File: config.mk
export PLATFORM = sky130hd
export DESIGN_NAME = hirp_port
export DESIGN_NICKNAME = d
export VERILOG_FILES = /design/src/rtl/hirp_pkg.sv /design/src/rtl/hirp_port.sv
export VERILOG_INCLUDE_DIRS = /design/src /design/src/rtl
export SDC_FILE = /design/constraint.sdc
export NUM_CORES = 1
export LEC_CHECK = 0
export BUFFER_PORTS_ARGS = -buffer_cell sky130_fd_sc_hd__buf_4
export CORE_MARGIN = 5
export CORE_UTILIZATION = 30
export DETAILED_ROUTE_END_ITERATION = 10
export GPL_TIMING_DRIVEN = 0
export PLACE_DENSITY_LB_ADDON = 0.1
export REMOVE_ABC_BUFFERS = 1
export SLEW_MARGIN = 15
export SYNTH_ARGS = -nofsm -noshare
export SYNTH_HDL_FRONTEND = slang
export SYNTH_SLANG_ARGS = --single-unit
File: constraint.sdc
create_clock -name clk -period 3.87 [get_ports clk]
set_clock_uncertainty 0.15 [all_clocks]
set_input_delay 0.774 -clock clk [delete_from_list [all_inputs] [get_ports clk]]
set_output_delay 0.774 -clock clk [all_outputs]
set_load 0.01 [all_outputs]
File: src/rtl/hirp_cfg.svh
// Constants for the haptic I2C register port: addresses and last bit index.
// Assumes the includer is a design file of the same block.
//
// Operation
// Answer fixed 7-bit address 0x5A: 0xB4 write, 0xB5 read.
// Every register supports single-byte and multi-byte write and read.
// Multi-byte read returns bytes from selected register while controller acks.
// Write: first byte is index, following bytes go to consecutive registers.
// Controller writes: start, address with bit 0, index, data, stop.
// Acknowledge matching address and the register index byte.
// Acknowledge every received write data byte; the port not-acks a byte while the write buffer is full.
// Controller reads: write index, repeated start, address with read bit.
// After read address ack, send register selected by preceding write.
// Single-byte read: controller answers data with not-ack, then stop.
// Multi-byte read: controller acks all but the last byte.
// Bytes travel MSB first; receiver acknowledges each byte.
// With broadcast enable set, also answer 7-bit address 0x58.
// Register access works in standby and active states.
// Unmatched address: release SDA, ignore until next start.
// Release SDA in ack slot of sent byte; stop after not-ack.
`ifndef HIRP_CFG_SVH
`define HIRP_CFG_SVH
`define HIRP_ADDR_FIXED 7'h5a
`define HIRP_ADDR_BCAST 7'h58
`define HIRP_BIT_LAST   3'h7
`endif

File: src/rtl/hirp_pkg.sv
// Types of the haptic I2C register port.
// Assumes hirp_cfg.svh is compiled alongside.
package hirp_pkg;
   typedef enum logic [2:0] {
      HIRP_IDLE  = 3'b000,
      HIRP_ADDR  = 3'b001,
      HIRP_WACK  = 3'b010,
      HIRP_WBYTE = 3'b011,
      HIRP_RBYTE = 3'b100,
      HIRP_RACK  = 3'b101
   } hirp_state_e;
   typedef logic [7:0] hirp_byte_t;
endpackage

File: src/rtl/hirp_port.sv
// I2C target register port: SCL and SDA are sampled on clk, edges found.
// Assumes an external register file with same-cycle read data and a host
// side that drains writes through a two-entry buffer (wr_valid/wr_ready).
`include "hirp_cfg.svh"
module hirp_port (
   // Clock and reset
   input  wire logic               clk,
   input  wire logic               reset_n,
   // Bus pins
   input  wire logic               scl_in,
   input  wire logic               sda_in,
   output logic                    sda_out,
   output logic                    sda_oe,
   // Control
   input  wire logic               broadcast_address_enable,
   // Register write stream
   output logic                    wr_valid,
   input  wire logic               wr_ready,
   output hirp_pkg::hirp_byte_t    wr_index,
   output hirp_pkg::hirp_byte_t    wr_data,
   // Register read
   output hirp_pkg::hirp_byte_t    rd_index,
   input  wire hirp_pkg::hirp_byte_t rd_data
);
   import hirp_pkg::*;

   typedef struct packed {
      logic [1:0]  rst;
      logic [1:0]  scl_s;
      logic [1:0]  sda_s;
      logic        scl_d;
      logic        sda_d;
      hirp_state_e st;
      logic [2:0]  bit_n;
      hirp_byte_t  sh;
      logic        rw;
      logic        got_idx;
      logic        ack_ok;
      hirp_byte_t  idx;
      logic        drive_low;
      logic        bv0;
      logic        bv1;
      logic [15:0] b0;
      logic [15:0] b1;
   } hirp_s;

   hirp_s q_r;
   hirp_s q_nxt;
   logic  rst_n;
   logic  scl_rise;
   logic  scl_fall;
   logic  start_c;
   logic  stop_c;
   logic  push;
   logic  pop;

   // ==================================================================
   // Buffer helper: whether the two-entry buffer can accept a byte
   function automatic logic hirp_room(input logic v0, input logic v1);
      return !(v0 && v1);
   endfunction

   assign rst_n    = q_r.rst[1];
   assign scl_rise = q_r.scl_s[1] && !q_r.scl_d;
   assign scl_fall = !q_r.scl_s[1] && q_r.scl_d;
   assign start_c  = q_r.scl_s[1] && q_r.scl_d && q_r.sda_d && !q_r.sda_s[1];
   assign stop_c   = q_r.scl_s[1] && q_r.scl_d && !q_r.sda_d && q_r.sda_s[1];
   assign pop      = q_r.bv0 && wr_ready;

   assign sda_out  = 1'b0;
   assign sda_oe   = q_r.drive_low;
   assign wr_valid = q_r.bv0;
   assign wr_index = q_r.b0[15:8];
   assign wr_data  = q_r.b0[7:0];
   assign rd_index = q_r.idx;

   // ==================================================================
   // Next state
   always_comb begin
      q_nxt       = q_r;
      push        = 1'b0;
      q_nxt.rst   = {q_r.rst[0], 1'b1};
      q_nxt.scl_s = {q_r.scl_s[0], scl_in};
      q_nxt.sda_s = {q_r.sda_s[0], sda_in};
      q_nxt.scl_d = q_r.scl_s[1];
      q_nxt.sda_d = q_r.sda_s[1];
      // Port runs whatever the device power state; no gating here R14
      if (start_c) begin
         q_nxt.st        = HIRP_ADDR;
         q_nxt.bit_n     = 3'h0;
         q_nxt.got_idx   = 1'b0;
         q_nxt.ack_ok    = 1'b0;
         q_nxt.drive_low = 1'b0;
      end else if (stop_c) begin
         q_nxt.st        = HIRP_IDLE;
         q_nxt.drive_low = 1'b0;
      end else begin
         unique case (q_r.st)
            HIRP_IDLE: begin
               q_nxt.drive_low = 1'b0;
            end
            HIRP_ADDR, HIRP_WBYTE: begin
               // A bit taken since the last byte end marks the next fall with
               // bit_n at zero as the eighth; the fall right after a start is not
               if (scl_rise) begin
                  q_nxt.sh     = {q_r.sh[6:0], q_r.sda_s[1]};
                  q_nxt.bit_n  = q_r.bit_n + 3'h1;
                  q_nxt.ack_ok = 1'b1;
               end
               if (scl_fall && q_r.bit_n == 3'h0 && q_r.ack_ok) begin
                  q_nxt.ack_ok = 1'b0;
                  if (q_r.st == HIRP_ADDR) begin
                     if (q_r.sh[7:1] == `HIRP_ADDR_FIXED
                         || (broadcast_address_enable
                             && q_r.sh[7:1] == `HIRP_ADDR_BCAST)) begin
                        q_nxt.rw        = q_r.sh[0];
                        q_nxt.drive_low = 1'b1;
                        q_nxt.st        = HIRP_WACK;
                     end else begin
                        q_nxt.st = HIRP_IDLE;
                     end
                  end else if (!q_r.got_idx) begin
                     q_nxt.idx       = q_r.sh;
                     q_nxt.got_idx   = 1'b1;
                     q_nxt.drive_low = 1'b1;
                     q_nxt.st        = HIRP_WACK;
                  end else if (hirp_room(q_r.bv0, q_r.bv1)) begin
                     push            = 1'b1;
                     q_nxt.drive_low = 1'b1;
                     q_nxt.st        = HIRP_WACK;
                  end else begin
                     // Buffer full: not-ack rather than lose the byte
                     q_nxt.st = HIRP_IDLE;
                  end
               end
            end
            HIRP_WACK: begin
               if (scl_fall) begin
                  q_nxt.drive_low = 1'b0;
                  q_nxt.bit_n     = 3'h0;
                  if (q_r.rw) begin
                     q_nxt.sh        = rd_data;
                     q_nxt.drive_low = !rd_data[7];
                     q_nxt.st        = HIRP_RBYTE;
                  end else begin
                     q_nxt.st = HIRP_WBYTE;
                  end
               end
            end
            HIRP_RBYTE: begin
               if (scl_fall) begin
                  if (q_r.bit_n == `HIRP_BIT_LAST) begin
                     q_nxt.drive_low = 1'b0;
                     q_nxt.idx       = q_r.idx + 8'h01;
                     q_nxt.st        = HIRP_RACK;
                  end else begin
                     q_nxt.sh        = {q_r.sh[6:0], 1'b0};
                     q_nxt.drive_low = !q_r.sh[6];
                     q_nxt.bit_n     = q_r.bit_n + 3'h1;
                  end
               end
            end
            HIRP_RACK: begin
               if (scl_rise) begin
                  q_nxt.ack_ok = !q_r.sda_s[1];
               end
               if (scl_fall) begin
                  if (q_r.ack_ok) begin
                     q_nxt.sh        = rd_data;
                     q_nxt.drive_low = !rd_data[7];
                     q_nxt.bit_n     = 3'h0;
                     q_nxt.st        = HIRP_RBYTE;
                  end else begin
                     q_nxt.st = HIRP_IDLE;
                  end
                  q_nxt.ack_ok = 1'b0;
               end
            end
            default: q_nxt.st = HIRP_IDLE;
         endcase
      end
      // Two-entry write buffer; index advances per data byte R4
      if (pop) begin
         q_nxt.bv0 = q_r.bv1;
         q_nxt.b0  = q_r.b1;
         q_nxt.bv1 = 1'b0;
      end
      if (push) begin
         q_nxt.idx = q_r.idx + 8'h01;
         if (pop ? !q_r.bv1 : !q_r.bv0) begin
            q_nxt.bv0 = 1'b1;
            q_nxt.b0  = {q_r.idx, q_r.sh};
         end else begin
            q_nxt.bv1 = 1'b1;
            q_nxt.b1  = {q_r.idx, q_r.sh};
         end
      end
   end

   // ==================================================================
   // Registers; reset copy comes from the first two flops
   always_ff @(posedge clk or negedge reset_n) begin
      if (!reset_n) begin
         q_r       <= '0;
         q_r.scl_s <= 2'h3;
         q_r.sda_s <= 2'h3;
         q_r.scl_d <= 1'b1;
         q_r.sda_d <= 1'b1;
      end else if (!rst_n) begin
         q_r.rst   <= q_nxt.rst;
         q_r.scl_s <= q_nxt.scl_s;
         q_r.sda_s <= q_nxt.sda_s;
         q_r.scl_d <= q_nxt.scl_d;
         q_r.sda_d <= q_nxt.sda_d;
      end else begin
         q_r <= q_nxt;
      end
   end

   // ==================================================================
   // Checks
   a_addr_ack_match: assert property (@(posedge clk) disable iff (!rst_n)
      (q_r.st == HIRP_ADDR && q_nxt.st == HIRP_WACK && !start_c)
      |-> (q_r.sh[7:1] == `HIRP_ADDR_FIXED
           || (broadcast_address_enable && q_r.sh[7:1] == `HIRP_ADDR_BCAST)))
      else $error("address acked without match");
   a_bcast_gated: assert property (@(posedge clk) disable iff (!rst_n)
      (q_r.st == HIRP_ADDR && q_nxt.st == HIRP_WACK && !broadcast_address_enable)
      |-> q_r.sh[7:1] != `HIRP_ADDR_BCAST)
      else $error("broadcast acked while disabled");
   a_idle_release: assert property (@(posedge clk) disable iff (!rst_n)
      q_r.st == HIRP_IDLE |=> !sda_oe)
      else $error("sda driven while ignoring");
   a_rack_release: assert property (@(posedge clk) disable iff (!rst_n)
      q_r.st == HIRP_RACK |-> !sda_oe)
      else $error("sda driven in ack slot of read");
   a_wack_drive: assert property (@(posedge clk) disable iff (!rst_n)
      (q_r.st == HIRP_WACK && !q_r.rw) |-> sda_oe)
      else $error("write ack not driven");
   a_idx_step: assert property (@(posedge clk) disable iff (!rst_n)
      push |=> q_r.idx == $past(q_r.idx) + 8'h01)
      else $error("index did not advance");
   a_buf_keep: assert property (@(posedge clk) disable iff (!rst_n)
      (wr_valid && !wr_ready) |=> (wr_valid && $stable(wr_data) && $stable(wr_index)))
      else $error("stalled write word changed");
   a_read_msb: assert property (@(posedge clk) disable iff (!rst_n)
      (q_r.st == HIRP_WACK && q_r.rw && scl_fall && !start_c && !stop_c)
      |=> sda_oe == !$past(rd_data[7]))
      else $error("read msb wrong");
endmodule

==> results of run 1 <==
[through the flow]
step           setup WS [ps]  hold WS [ps]
6_report                 423           199
3_3_place_gp             267           181
2_1_floorplan            974           181
4_1_cts                  320           201
3_5_place_dp             325           189
5_1_grt                  183           208
[registers in the layout, indices dropped and copies added, names as in the netlist]
| signal | count |
|---|---|
| q_nxt | 5 |
| q_r | 37 |
| rd_index | 8 |
| sda_oe | 1 |
| wr_data | 8 |
| wr_index | 8 |
| wr_valid | 1 |
[cells by family (layout without fill, tap and decap cells)]
group | Yosys count | count (layout) | share of synthesized area [%]
compound gates | 96 | 96 | 19.2
simple gates | 80 | 80 | 12.1
other cells | 2 | 2 | 0.200
fa+ha+maj | 7 | 7 | 2.33
flops | 68 | 68 | 45.6
mux | 37 | 37 | 12.0
buf+inv | 54 | 69 | 8.34
xor+xnor | 1 | 1 | 0.234
[cell type report]
cell class	instances	area, um^2
inverters	11	41.3
repair buffers	42	338
fillers	1262	7790
multi-input cells	223	1740
clock buffers	10	239
well taps	168	210
flip-flops and latches	68	1710
clock inverters	6	38.8
[power groups by stage]
stage	registers [uW]	logic [uW]	clock network [uW]
floorplan	769	81.2	0
global placement	777	126	0
detailed placement	778	126	0
CTS	765	127	794
global route	770	142	821
finish	765	125	767
[worst min-delay path by stage]
stage                                   start                   to  slack (ps)  depth (start not counted)
after floorplan           q_nxt[67]$_DFF_PN0_    q_r[67]$_DFF_PN0_         180                          0
after global placement    q_nxt[67]$_DFF_PN0_    q_r[67]$_DFF_PN0_         180                          0
after detailed placement  q_nxt[67]$_DFF_PN0_    q_r[67]$_DFF_PN0_         190                          0
after CTS                 q_nxt[67]$_DFF_PN0_    q_r[67]$_DFF_PN0_         200                          0
after global routing      q_nxt[65]$_DFF_PN1_  q_nxt[61]$_DFF_PN1_         210                          0
final                     q_nxt[67]$_DFF_PN0_    q_r[67]$_DFF_PN0_         200                          0
[cell usage in the layout, fill, tap and decap left out, types with 5 or more instances in the layout]
cell type and count:
buf_4 39, dfstp_2 6, nand2_1 23, clkbuf_16 9
dfrtp_1 62, a21oi_1 16, nand3_1 11, o21ai_0 12
mux2_4 10, ha_1 7, inv_1 11, a21o_1 21
nor2_1 10, and3_1 5, mux2_2 21, a22o_1 17
[worst reg2reg max path, cell delays in order (launching register included)]
cell,delay (ps)
dfstp_2,540
ha_1,400
nand4b_2,220
a211oi_4,410
nand4_2,210
or4_1,910
mux2_1,490
[metal layers]
metal	GRT usage (%)	vias to the layer above	part of all wire, %
li1	-	1267	-
met1	17.7	1288	50
met2	17.9	56	43
met3	2.97	14	4.5
met4	6.09	0	2.2
met5	0	-	0
==> qor.txt, run 1 <==
Outcome - finished, final reports clean
Relative slew slack - 35.5%
Chip width - 122 um
Part of the cycle the worst path needs - 89.1%
Placed cells - 512
Clock tree buffer depth - 2
Vias per inst - 4.97
Crit-path max cell delay - 910 ps
Synth area leaders - dfrtp_1 (41%), mux2_2 (6.3%), buf_4 (5.2%)
Largest net degree at the start of global routing - 69
Fin area - 4320 um^2
Synth top cells by count - dfrtp_1 (62), buf_4 (26), nand2_1 (23), a21o_1 (21), mux2_2 (21)
Clock Latency Late Sink - 340 ps
I/O pin count - 41
Most frequent cell after synthesis - dfrtp_1
Yosys top cell area share - 41.4%
Crit path max fanout - 16
Non-Filler Instances - 528
Distinct cells, synth - 63
CTS sink cnt - 68
Number of buffers and inverters on the critical path - 0
Max Cap Viol - 0
Final WL - 8900 um
DIE AREA - 14,800 um^2
Share of cells above drive strength 1 - 30.0%
Static Leak - 0.00219 uW
Slew Viols, Final - 0
Core footprint - 12,100 um^2
Reg clk slew, reported paths - 50 ps
Initial Utilization - 31.0%
Num CTS Buffers - 9
DRT antenna net count - 0
Root buffer cell - clkbuf_16
Clk pwr share - 46.3%
Worst Path Required - 3940 ps
Antenna violations before repair - 0
DR WL/cell - 16.9 um
Layout Area Growth over Synthesis - 15.2%
Total setup buffers inserted after CTS - 0
Part of the power in registers - 46.2%
NetSw - 414 uW
Nets - 376
H-tree levels - 3
Cells after Synth - 345
Top_reg_cell synth - dfrtp_1
DP Area - 4040 um^2
Worst hold path class - flip-flop to flip-flop
Final RePlAce weighted congestion - 0.841
Port-buffer cells - 39
Final Hold Fails - 0
Power density cells - 383 nW/um^2
Critical Path AT - 3520 ps
First-pass DRT Iterations - 5
Startpoint types - flip-flop
# rows - 40
Vias in the first global route - 2,517
Top Family by Delay on Critical Path - simple AND/OR/NAND/NOR gates
Mean Syn Cell Area - 10.9 um^2
First-pass GRT wire length - 14,100 um
Min Tclk post-route - 3450 ps
Synthesized area - 3750 um^2
Post-cts resize count - 0
Synth area leader - dfrtp_1
Internal power - 1240 uW
WS Path Type - flip-flop to flip-flop
Vias - 2,625
Grt total ovfl - 0
F_max - 290 MHz
Slew @ Worst Pin - 962 ps
Ys Warns - 0
CP max-delay cell - or4_1
Ys async rst share - 100%
Switching Share - 25.0%
Post-synthesis sequential element count - 68
RSZ-0062 raised after global routing - no
Final setup vio count - 0
Residual DRC - 0
Capture point of the worst reg-to-reg path - q_r[0]$_DFFE_PN0P_
Nature of the critical path endpoint - flip-flop
Reg-to-reg slack, setup - 420 ps
DP HPWL - 6230 um
Die Ht - 122 um
Global Route Usage Sum - 12.6%
Final Util - 35.7%
Critical path depth - 6
Post-CTS Hold Buffers - 0
Initial DRC count - 82
Comb power frac - 7.5%
Post-synthesis sequential area ratio - 45.6%
Diodes inserted - 0
Crit path to - q_r[0]$_DFFE_PN0P_
Worst setup startpoint - q_r[61]$_DFF_PN1_
Power Total - 1660 uW
FF-to-FF Start - q_r[61]$_DFF_PN1_
Number of synthesized flops with an enable pin - 0
VDD IR max - 0.206 mV
Cell chain of the critical path - ha_1 -> nand4b_2 -> a211oi_4 -> nand4_2 -> or4_1 -> mux2_1
Reg2reg path depth - 6
CTS tree - done
Setup TNS - 0 ps
(Power assumes the default switching activity.)
==> run 2: changes to the inputs <==
- CELL_PAD_IN_SITES_DETAIL_PLACEMENT: unset -> 0
- CELL_PAD_IN_SITES_GLOBAL_PLACEMENT: unset -> 2
- GPL_TIMING_DRIVEN: 0 -> 1
==> qor.txt, run 2 (synthesis gave the netlist of run 1 again) <==
Clock tree buffer depth - 2 (unchanged)
Port-buffer cells - 39 (unchanged)
Final setup vio count - 0 (unchanged)
Slew @ Worst Pin - 1030 ps (+63.3 ps)
Power density cells - 407 nW/um^2 (+6.2%)
Final RePlAce weighted congestion - 0.784 (-6.8%)
Diodes inserted - 0 (unchanged)
Part of the cycle the worst path needs - 85.5% (-3.6 points)
Min Tclk post-route - 3310 ps (-138 ps)
I/O pin count - 41 (unchanged)
Nature of the critical path endpoint - flip-flop
DIE AREA - 14,800 um^2 (unchanged)
Largest net degree at the start of global routing - 69 (unchanged)
First-pass DRT Iterations - 4 (-1)
Layout Area Growth over Synthesis - 16.0%
Setup WS post-layout - 561 ps (+138 ps)
Initial Utilization - 31.0% (unchanged)
H-tree levels - 3 (unchanged)
Final Hold Fails - 0 (unchanged)
Relative slew slack - 31.6% (-3.8 points)
Max reg flops - 37 (unchanged)
Slew Viols, Final - 0 (unchanged)
Num CTS Buffers - 9 (unchanged)
# rows - 40 (unchanged)
Cell chain of the critical path - ha_1 -> nand4b_2 -> a211oi_4 -> nand4_2 -> or4_1 -> mux2_1
Placed cells - 517 (+0.98%)
Crit path max fanout - 16 (unchanged)
Vias - 2,664 (+1.5%)
Total setup buffers inserted after CTS - 0 (unchanged)
Top Family by Delay on Critical Path - simple AND/OR/NAND/NOR gates
RSZ-0062 raised after global routing - no
Global Route Usage Sum - 14.3% (+1.8 points)
CP max-delay cell - or4_1
DRT antenna net count - 0 (unchanged)
Nets - 381 (+1.3%)
Worst Path Required - 3940 ps (about the same)
Final WL - 9890 um (+11%)
Core footprint - 12,100 um^2 (unchanged)
Biggest register - q_r
Startpoint types - flip-flop
Power Total - 1770 uW (+7.0%)
Max Cap Viol - 0 (unchanged)
Share of cells above drive strength 1 - 29.3% (-0.68 points)
F_max - 302 MHz (+4.2%)
Commonest non-fill, non-tap cell in the layout - dfrtp_1
Commonest cells after routing, fill and taps aside - dfrtp_1 (62), buf_4 (47), nand2_1 (23), mux2_2 (21), a21o_1 (21)
CTS tree - done
VDD IR max - 0.226 mV (+9.6%)
Clock Latency Late Sink - 330 ps (about the same)
Vias in the first global route - 2,710 (+7.7%)
DP HPWL - 6500 um (+4.4%)
Static Leak - 0.00222 uW (+1.7%)
Non-Filler Instances - 533 (+0.95%)
Number of buffers and inverters on the critical path - 0 (unchanged)
Post-cts resize count - 0 (unchanged)
Vias per inst - 5.00 (+0.53%)
Outcome - finished, final reports clean
First-pass GRT wire length - 16,100 um (+14%)
Grt total ovfl - 0 (unchanged)
Worst hold path class - flip-flop to flip-flop
Residual DRC - 0 (unchanged)
Reg clk slew, reported paths - 60 ps (about the same)
WS Path Type - flip-flop to flip-flop
DR WL/cell - 18.6 um (+10%)
Antenna violations before repair - 0 (unchanged)
CTS sink cnt - 68 (unchanged)
Pre-CTS setup slack - 580 ps (+255 ps)
Hold_sp - q_nxt[67]$_DFF_PN0_
Critical Path AT - 3380 ps (-140 ps)
Initial DRC count - 124 (+51%)
Post-CTS Hold Buffers - 0 (unchanged)
FF-to-FF Start - q_r[61]$_DFF_PN1_
Setup TNS - 0 ps (unchanged)
Die Ht - 122 um (unchanged)
Crit-path max cell delay - 880 ps (-30 ps)
Root buffer cell - clkbuf_16
Chip width - 122 um (unchanged)
Worst setup startpoint - q_r[61]$_DFF_PN1_
==> run 2: changes by cell type in the layout (fill, tap and decap cells not counted), sizes merged <==
cell / previous run / this run
bufinv: 0 / 2
buf: 42 / 47
clkinv: 3 / 2
clkbuf: 10 / 12
clkinvlp: 2 / 0
inv: 12 / 11
==> run 2: worst reg2reg max path: cells and delay by family (launching register included) <==
family                     cells  cell delay, ps
adders and majority gates      1             380
and+or+nand+nor                3            1270
AOI/OAI and AO/OA              1             350
muxes                          1             500
DFF                            1             540
==> run 2: path summary, 6_finish.rpt <==
path / endpoint / slack [ps] / depth (start not counted)
worst max-delay path: q_r[4]$_DFFE_PN0P_ / 560 / 6
worst min-delay path: q_r[67]$_DFF_PN0_ / 200 / 0
worst max register to register: q_r[4]$_DFFE_PN0P_ / 560 / 6
worst min register to register: q_r[67]$_DFF_PN0_ / 200 / 0
max in group asynchronous: q_r[1]$_DFFE_PN0P_ / 2560 / 1
min in group asynchronous: q_r[58]$_DFFE_PN0P_ / 430 / 1
==> run 2: power breakdown <==
group	switching, uW	total [uW]	internal [uW]	leakage [uW]
Sequential	27.5	765	737	0.000914
Combinational	74.9	133	57.7	0.00116
Clock	310	875	565	0.000151
==> run 2: layout make-up <==
class / count / area (um^2)
Fill cell: 1259 / 7760
Multi-Input combinational cell: 223 / 1730
Sequential cell: 68 / 1710
Timing Repair Buffer: 47 / 353
Clock buffer: 12 / 236
Tap cell: 168 / 210
Clock inverter: 4 / 73.8
Inverter: 11 / 41.3
==> run 2: metal layers <==
metal,track usage [%],wire length (um),vias to the layer above
met5,0,0,-
met4,3.57,75,0
met3,4.36,359,4
met2,20.1,4230,51
met1,21.3,5230,1339
li1,-,-,1270
==> run 2: per-stage QoR <==
step           hold WS [ps]  util, %  area [um^2]
2_1_floorplan           181        -         3480
3_3_place_gp            183     33.4         4040
4_1_cts                 205     35.9         4350
3_5_place_dp            192     33.4         4040
6_report                200     35.9         4350
5_1_grt                 213     35.9         4350
